[src/hdl/scc_consts.svh]
// timing and level constants for the skip cycle switch control
`ifndef SCC_CONSTS_SVH
`define SCC_CONSTS_SVH
`define SCC_CLK_KHZ        200000
`define SCC_OSC_KHZ        132
`define SCC_JIT_PP_KHZ     8
`define SCC_JIT_RATE_KHZ   1
`define SCC_PER_NOM        (`SCC_CLK_KHZ / `SCC_OSC_KHZ)
`define SCC_PER_MIN        (`SCC_CLK_KHZ / (`SCC_OSC_KHZ + `SCC_JIT_PP_KHZ / 2))
`define SCC_PER_MAX        (`SCC_CLK_KHZ / (`SCC_OSC_KHZ - `SCC_JIT_PP_KHZ / 2))
`define SCC_JIT_HALF_CYC   (`SCC_CLK_KHZ / (2 * `SCC_JIT_RATE_KHZ))
`define SCC_DMAX_PCT       65
`define SCC_HIST_LEN       8
`define SCC_FULL_MIN_ONES  6
`define SCC_RED_MIN_ONES   3
`endif

[src/hdl/scc_pkg.sv]
// types for the skip cycle switch control
package scc_pkg;
    typedef enum logic [1:0] {
        SCC_LIM_LOW,
        SCC_LIM_RED,
        SCC_LIM_FULL
    } scc_lim_t;

    typedef struct packed {
        logic       over_s1;
        logic       over_s2;
        logic       lim_s1;
        logic       lim_s2;
        logic       nores_s1;
        logic       nores_s2;
        logic [10:0] cnt;
        logic [10:0] per;
        logic [16:0] mod_cnt;
        logic [10:0] step_cnt;
        logic       dir_up;
        logic       start;
        logic       win;
        logic       on;
        logic       en_smp;
        logic [7:0] hist;
        scc_lim_t   lvl;
        logic       uv_en;
    } scc_state_t;
endpackage : scc_pkg

[src/hdl/scc_top.sv]
// skip cycle on/off switch control with jittered oscillator and limit selection
// Operation
// - free running oscillator averaging 132 kHz
// - cycle start pulse and max duty window
// - 8 kHz peak-to-peak jitter swept at 1 kHz
// - enable low when pin pull exceeds 240 uA
// - sample enable once at cycle start
// - enabled sample turns switch on
// - disabled sample skips whole cycle
// - later enable changes ignored until next cycle
// - limit state machine follows enable history
// - no line resistor disables line undervoltage
// - off at current limit or window end
// - full limit high load, reduced medium load, lowest limit light load
`include "scc_consts.svh"

module scc_top #(
    parameter int JIT_HALF_CYC = `SCC_JIT_HALF_CYC,
    parameter int DMAX_PCT     = `SCC_DMAX_PCT
) (
    input  wire logic       sys_clk_i,
    input  wire logic       rst_n_i,
    input  wire logic       fb_pull_over_i,
    input  wire logic       ilim_reached_i,
    input  wire logic       line_res_absent_i,
    output logic            cycle_start_o,
    output logic            max_duty_window_o,
    output logic            switch_on_o,
    output logic            enable_sample_o,
    output logic [1:0]      ilim_sel_o,
    output logic            line_uv_en_o
);

    localparam int PER_MIN  = `SCC_PER_MIN;
    localparam int PER_MAX  = `SCC_PER_MAX;
    localparam int STEP_CYC = JIT_HALF_CYC / (PER_MAX - PER_MIN);

    if (JIT_HALF_CYC < (PER_MAX - PER_MIN) || JIT_HALF_CYC >= 131072) begin : g_chk_jit
        $error("jitter half period out of range");
    end
    if (DMAX_PCT < 1 || DMAX_PCT > 100) begin : g_chk_dmax
        $error("max duty percent out of range");
    end

    scc_pkg::scc_state_t s_q;
    scc_pkg::scc_state_t s_d;

    logic        en_lvl;
    logic        wrap;
    logic [7:0]  hist_nx;
    logic [3:0]  ones;
    logic [10:0] dmax_lim;
    logic [31:0] dmax_prod;

    always_comb begin
        s_d = s_q;
        // pin inputs pass two flops
        s_d.over_s1  = fb_pull_over_i;
        s_d.over_s2  = s_q.over_s1;
        s_d.lim_s1   = ilim_reached_i;
        s_d.lim_s2   = s_q.lim_s1;
        s_d.nores_s1 = line_res_absent_i;
        s_d.nores_s2 = s_q.nores_s1;

        en_lvl = !s_q.over_s2;

        // triangle sweep of the period
        if (s_q.mod_cnt >= 17'(JIT_HALF_CYC - 1)) begin
            s_d.mod_cnt = '0;
            s_d.dir_up  = !s_q.dir_up;
        end else begin
            s_d.mod_cnt = s_q.mod_cnt + 17'h00001;
        end
        if (s_q.step_cnt >= 11'(STEP_CYC - 1)) begin
            s_d.step_cnt = '0;
            if (s_q.dir_up && s_q.per < 11'(PER_MAX)) begin
                s_d.per = s_q.per + 11'h001;
            end else if (!s_q.dir_up && s_q.per > 11'(PER_MIN)) begin
                s_d.per = s_q.per - 11'h001;
            end
        end else begin
            s_d.step_cnt = s_q.step_cnt + 11'h001;
        end

        // cycle counter
        wrap = (s_q.cnt >= s_q.per - 11'h001);
        s_d.cnt   = wrap ? 11'h000 : s_q.cnt + 11'h001;
        s_d.start = wrap;
        dmax_prod = 32'(s_q.per) * 32'(DMAX_PCT) / 32'd100;
        dmax_lim  = dmax_prod[10:0];
        s_d.win   = (s_d.cnt < dmax_lim);

        // enable history and level choice
        hist_nx = {s_q.hist[6:0], en_lvl};
        ones    = 4'($countones(hist_nx));
        if (wrap) begin
            s_d.en_smp = en_lvl;
            s_d.hist   = hist_nx;
            if (ones >= 4'(`SCC_FULL_MIN_ONES)) begin
                s_d.lvl = scc_pkg::SCC_LIM_FULL;
            end else if (ones >= 4'(`SCC_RED_MIN_ONES)) begin
                s_d.lvl = scc_pkg::SCC_LIM_RED;
            end else begin
                s_d.lvl = scc_pkg::SCC_LIM_LOW;
            end
        end

        // switch: on only at cycle start, off by limit or window
        if (wrap) begin
            s_d.on = en_lvl;
        end else begin
            s_d.on = s_q.on && !s_q.lim_s2 && s_d.win;
        end

        s_d.uv_en = !s_q.nores_s2;
    end

    always_ff @(posedge sys_clk_i) begin
        if (!rst_n_i) begin
            s_q          <= '0;
            s_q.per      <= 11'(PER_MIN);
            s_q.dir_up   <= 1'b1;
            s_q.hist     <= 8'hFF;
            s_q.lvl      <= scc_pkg::SCC_LIM_FULL;
            s_q.uv_en    <= 1'b1;
        end else begin
            s_q <= s_d;
        end
    end

    assign cycle_start_o     = s_q.start;
    assign max_duty_window_o = s_q.win;
    assign switch_on_o       = s_q.on;
    assign enable_sample_o   = s_q.en_smp;
    assign ilim_sel_o        = s_q.lvl;
    assign line_uv_en_o      = s_q.uv_en;
endmodule : scc_top

[config.mk]
export PLATFORM = sky130hd
export DESIGN_NAME = scc_top
export DESIGN_NICKNAME = d
export VERILOG_FILES = /design/src/hdl/scc_pkg.sv /design/src/hdl/scc_top.sv
export VERILOG_INCLUDE_DIRS = /design/src /design/src/hdl
export SDC_FILE = /design/constraint.sdc
export NUM_CORES = 1
export LEC_CHECK = 0
export BUFFER_PORTS_ARGS = -buffer_cell sky130_fd_sc_hd__buf_4
export CAP_MARGIN = 20
export CORE_MARGIN = 2
export CORE_UTILIZATION = 46
export CTS_CLUSTER_DIAMETER = 100
export DETAILED_ROUTE_END_ITERATION = 7
export PLACE_DENSITY = 0.63
export RECOVER_POWER = 50
export SLEW_MARGIN = 10
export SYNTH_ARGS = -nofsm -noshare
export SYNTH_HDL_FRONTEND = slang
export SYNTH_SLANG_ARGS = --single-unit
[constraint.sdc]
create_clock -name sys_clk_i -period 22.7 [get_ports sys_clk_i]
set_input_delay 3.405 -clock sys_clk_i [delete_from_list [all_inputs] [get_ports sys_clk_i]]
set_output_delay 3.405 -clock sys_clk_i [all_outputs]
set_load 0.05 [all_outputs]
==> impl_metrics.toml <==
[yosys]
synth_xor_area_share_pct = 9.172
synth_top_area_share_pct = 20.80
yosys-top-cells-count = "94 x nor2_1, 80 x nand2_1, 71 x dfxtp_1"
avgSynthCellArea_um2 = 7.828
synthAdderAreaFrac_pct = 9.118
yosys.area_share.simple_pct = 28.14
synth-seq-area-share_pct = 20.80
ys_warn_count = 0
ys_ff_latch = 71
synth_top_family_by_area = "simple AND/OR/NAND/NOR gates"
ys_types = 106
synthTopCellsByArea = "dfxtp_1 21%, ha_1 7.5%, nor2_1 5.2%"
synth_edf_count = 0
async_reset_ff_share_pct = 0
syn_area_um2 = 6834
synth_ff_type = "dfxtp_1"
synthCells = 873
synth_top_cell_by_area = "dfxtp_1"
synth.most_common_cell = "nor2_1"
synth_compound_area_share_pct = 25.76
syn-num-nets = 924
synth.mux.area_fraction_pct = 2.179

[layout]
n_antenna_cell = 0
nFillCells = 1440
final_layout_size_suffix_gt1_share_pct = 11.05
nets = 906
area_delta_synth_final_pct = 6.701
stdcell_count = 1044

[sta]
slew_headroom_pct = -6.237
tightest_slew_ps = 1594
rsz0062_at_grt = "false"
clock.fmax_mhz = 98.55
fin_ws_ps = 12550
tns_ps = 0
setup_viol = 0
fin_skew_ps = 5.401
finalHoldViolations = 0
fin_crit_ps = 10150
drv_slew = 40
finalCritPeriodShare_pct = 44.70

[placed_design]
place.gp.congestion = 0.9114
dp.cells = 1026
dpl.hpwl_um = 11840
pre_cts_ws_ps = 12730
io_buffers = 11

[worst_setup_path]
cpMaxStageDelayCell = "dfxtp_1"
cp_slowest_stage_delay_ps = 710
reg2reg_to = "switch_on_o"
reg2reg_from = "s_q[51]"
cp.arrival_ps = 10400
rrSetupSlack_ps = 12550
rr_worst_depth = 32
crit_path_max_fanout = 18
cp-start-kind = "register"
critical_path_class = "reg2reg"
cp-end-kind = "register"
cp.required_ps = 22960

[detailed_routing]
drc_errors = 0
wl_per_cell_um = 15.31
detail_route.first_pass.iterations = 5
drtIter0Drc = 450
vias = 6301
wl_um = 15990
viasPerCell = 6.035
ant_nets = 0

[outcome]
violations = "capacitance limit, slew limit"
status = "finished with violations"

[clocking]
postCtsHoldBufs = 0
ctsResizeCount = 0
cts.sinks = 71
clkTransAtPathRegs_ps = 60
cts_root_buf = "clkbuf_16"
tritoncts = "done"
cts_max_level = 3
numCtsBuffers = 9
cts_setup_buffers = 0
worstSkewPairLatency_ps = 330
clk_path_buf_depth = 2

[min_path]
min_from = "s_q[66]"
hold_depth = 1
hold_class = "reg2reg"
min_to = "line_uv_en_o"

[die]
die_y_um = 125.9
num_rows = 44
die-width_um = 125.9
initial_utilization_pct = 47.02
core_um2 = 14530
ioPinCount = 12
die_area_um2 = 15850

[global_route]
antenna_found_initial = 0
grt_use_total_pct = 20.24
grt_pass1_vias = 5699
grt_max_degree = 40
grt-ovfl-total = 0
grt_pass1_wl_um = 27330

[pwr]
p_leak_uw = 0.002769
power_density_nw_per_um2 = 41.24
peakVddDrop_mv = 0.05219
totalPowerFinal_uw = 300.7

[job]
cap_violations = 1
-- routing by layer --
layer  GRT usage, %  up-vias  wire [um]
li1               -     3170          -
met1          28.32     2940       7775
met2          32.61      170       7302
met3          2.761       21        755
met4          5.947        0        155
met5              0        -          0
-- cell families after synthesis --
logic type,after synthesis
buf+inv,73
compound gates,228
xor+xnor,69
simple gates,372
flops,71
mux,13
fa+ha+maj,47
-- registers in the layout, indices dropped and copies added, names as in the netlist --
name               flops
cycle_start_o          1
switch_on_o            1
s_q                   54
s_d                    3
hist_nx                7
ilim_sel_o             2
line_uv_en_o           1
enable_sample_o        1
max_duty_window_o      1
-- critical path, delay by kind of cell, from the launching register on --
kind	cells	cell delay [ps]
adder cells (fa/ha/maj)	4	1300
flip-flops	1	710
AO/OA/AOI/OAI	17	4740
multiplexers	2	880
AND/OR/NAND/NOR	9	2430
-- through the flow --
stage | utilization (%) | area, um^2 | hold WS [ps]
floorplan | - | 6834 | 343.4
global placement | 47.72 | 6935 | 369.1
detailed placement | 47.72 | 6935 | 360.9
CTS | 50.09 | 7281 | 378.6
global route | 50.17 | 7292 | 391.5
finish | 50.17 | 7292 | 378.5
-- where the power goes --
part / switching [uW] / internal (uW)
logic: 5.74 / 3.97
registers: 2.05 / 127
clock network: 54.7 / 108
total: 62.5 / 238
-- worst max path at each step --
stage	startpoint	end	slack (ps)	depth (start not counted)
after floorplan	s_q[45]	switch_on_o	14370	34
after global placement	s_q[51]	switch_on_o	12950	32
after detailed placement	s_q[51]	switch_on_o	12730	32
after CTS	s_q[51]	switch_on_o	12680	32
after global routing	s_q[51]	switch_on_o	11690	33
final	s_q[51]	switch_on_o	12550	32
-- layout by cell type, fill, tap and decap left out, drive strengths merged, types with 20 or more instances in the layout --
| cell type | count |
|---|---|
| ha | 41 |
| nand3 | 39 |
| and2 | 20 |
| a21oi | 46 |
| o21ai | 36 |
| nand2 | 82 |
| nor2 | 96 |
| nor3 | 25 |
| inv | 32 |
| xor2 | 33 |
| dfxtp | 71 |
| xnor2 | 36 |
-- cell type report --
class | count | area (um^2) | share of cell area, %
clock inverter | 7 | 120.1 | 1.647
sequential | 71 | 1421 | 19.49
multi-input combinational | 729 | 5082 | 69.70
inverter | 31 | 118.9 | 1.630
tap | 184 | 230.2 | 3.157
clock buffer | 9 | 225.2 | 3.089
timing repair buffer | 13 | 93.84 | 1.287
No activity file was read; power rests on OpenSTA's default activity.
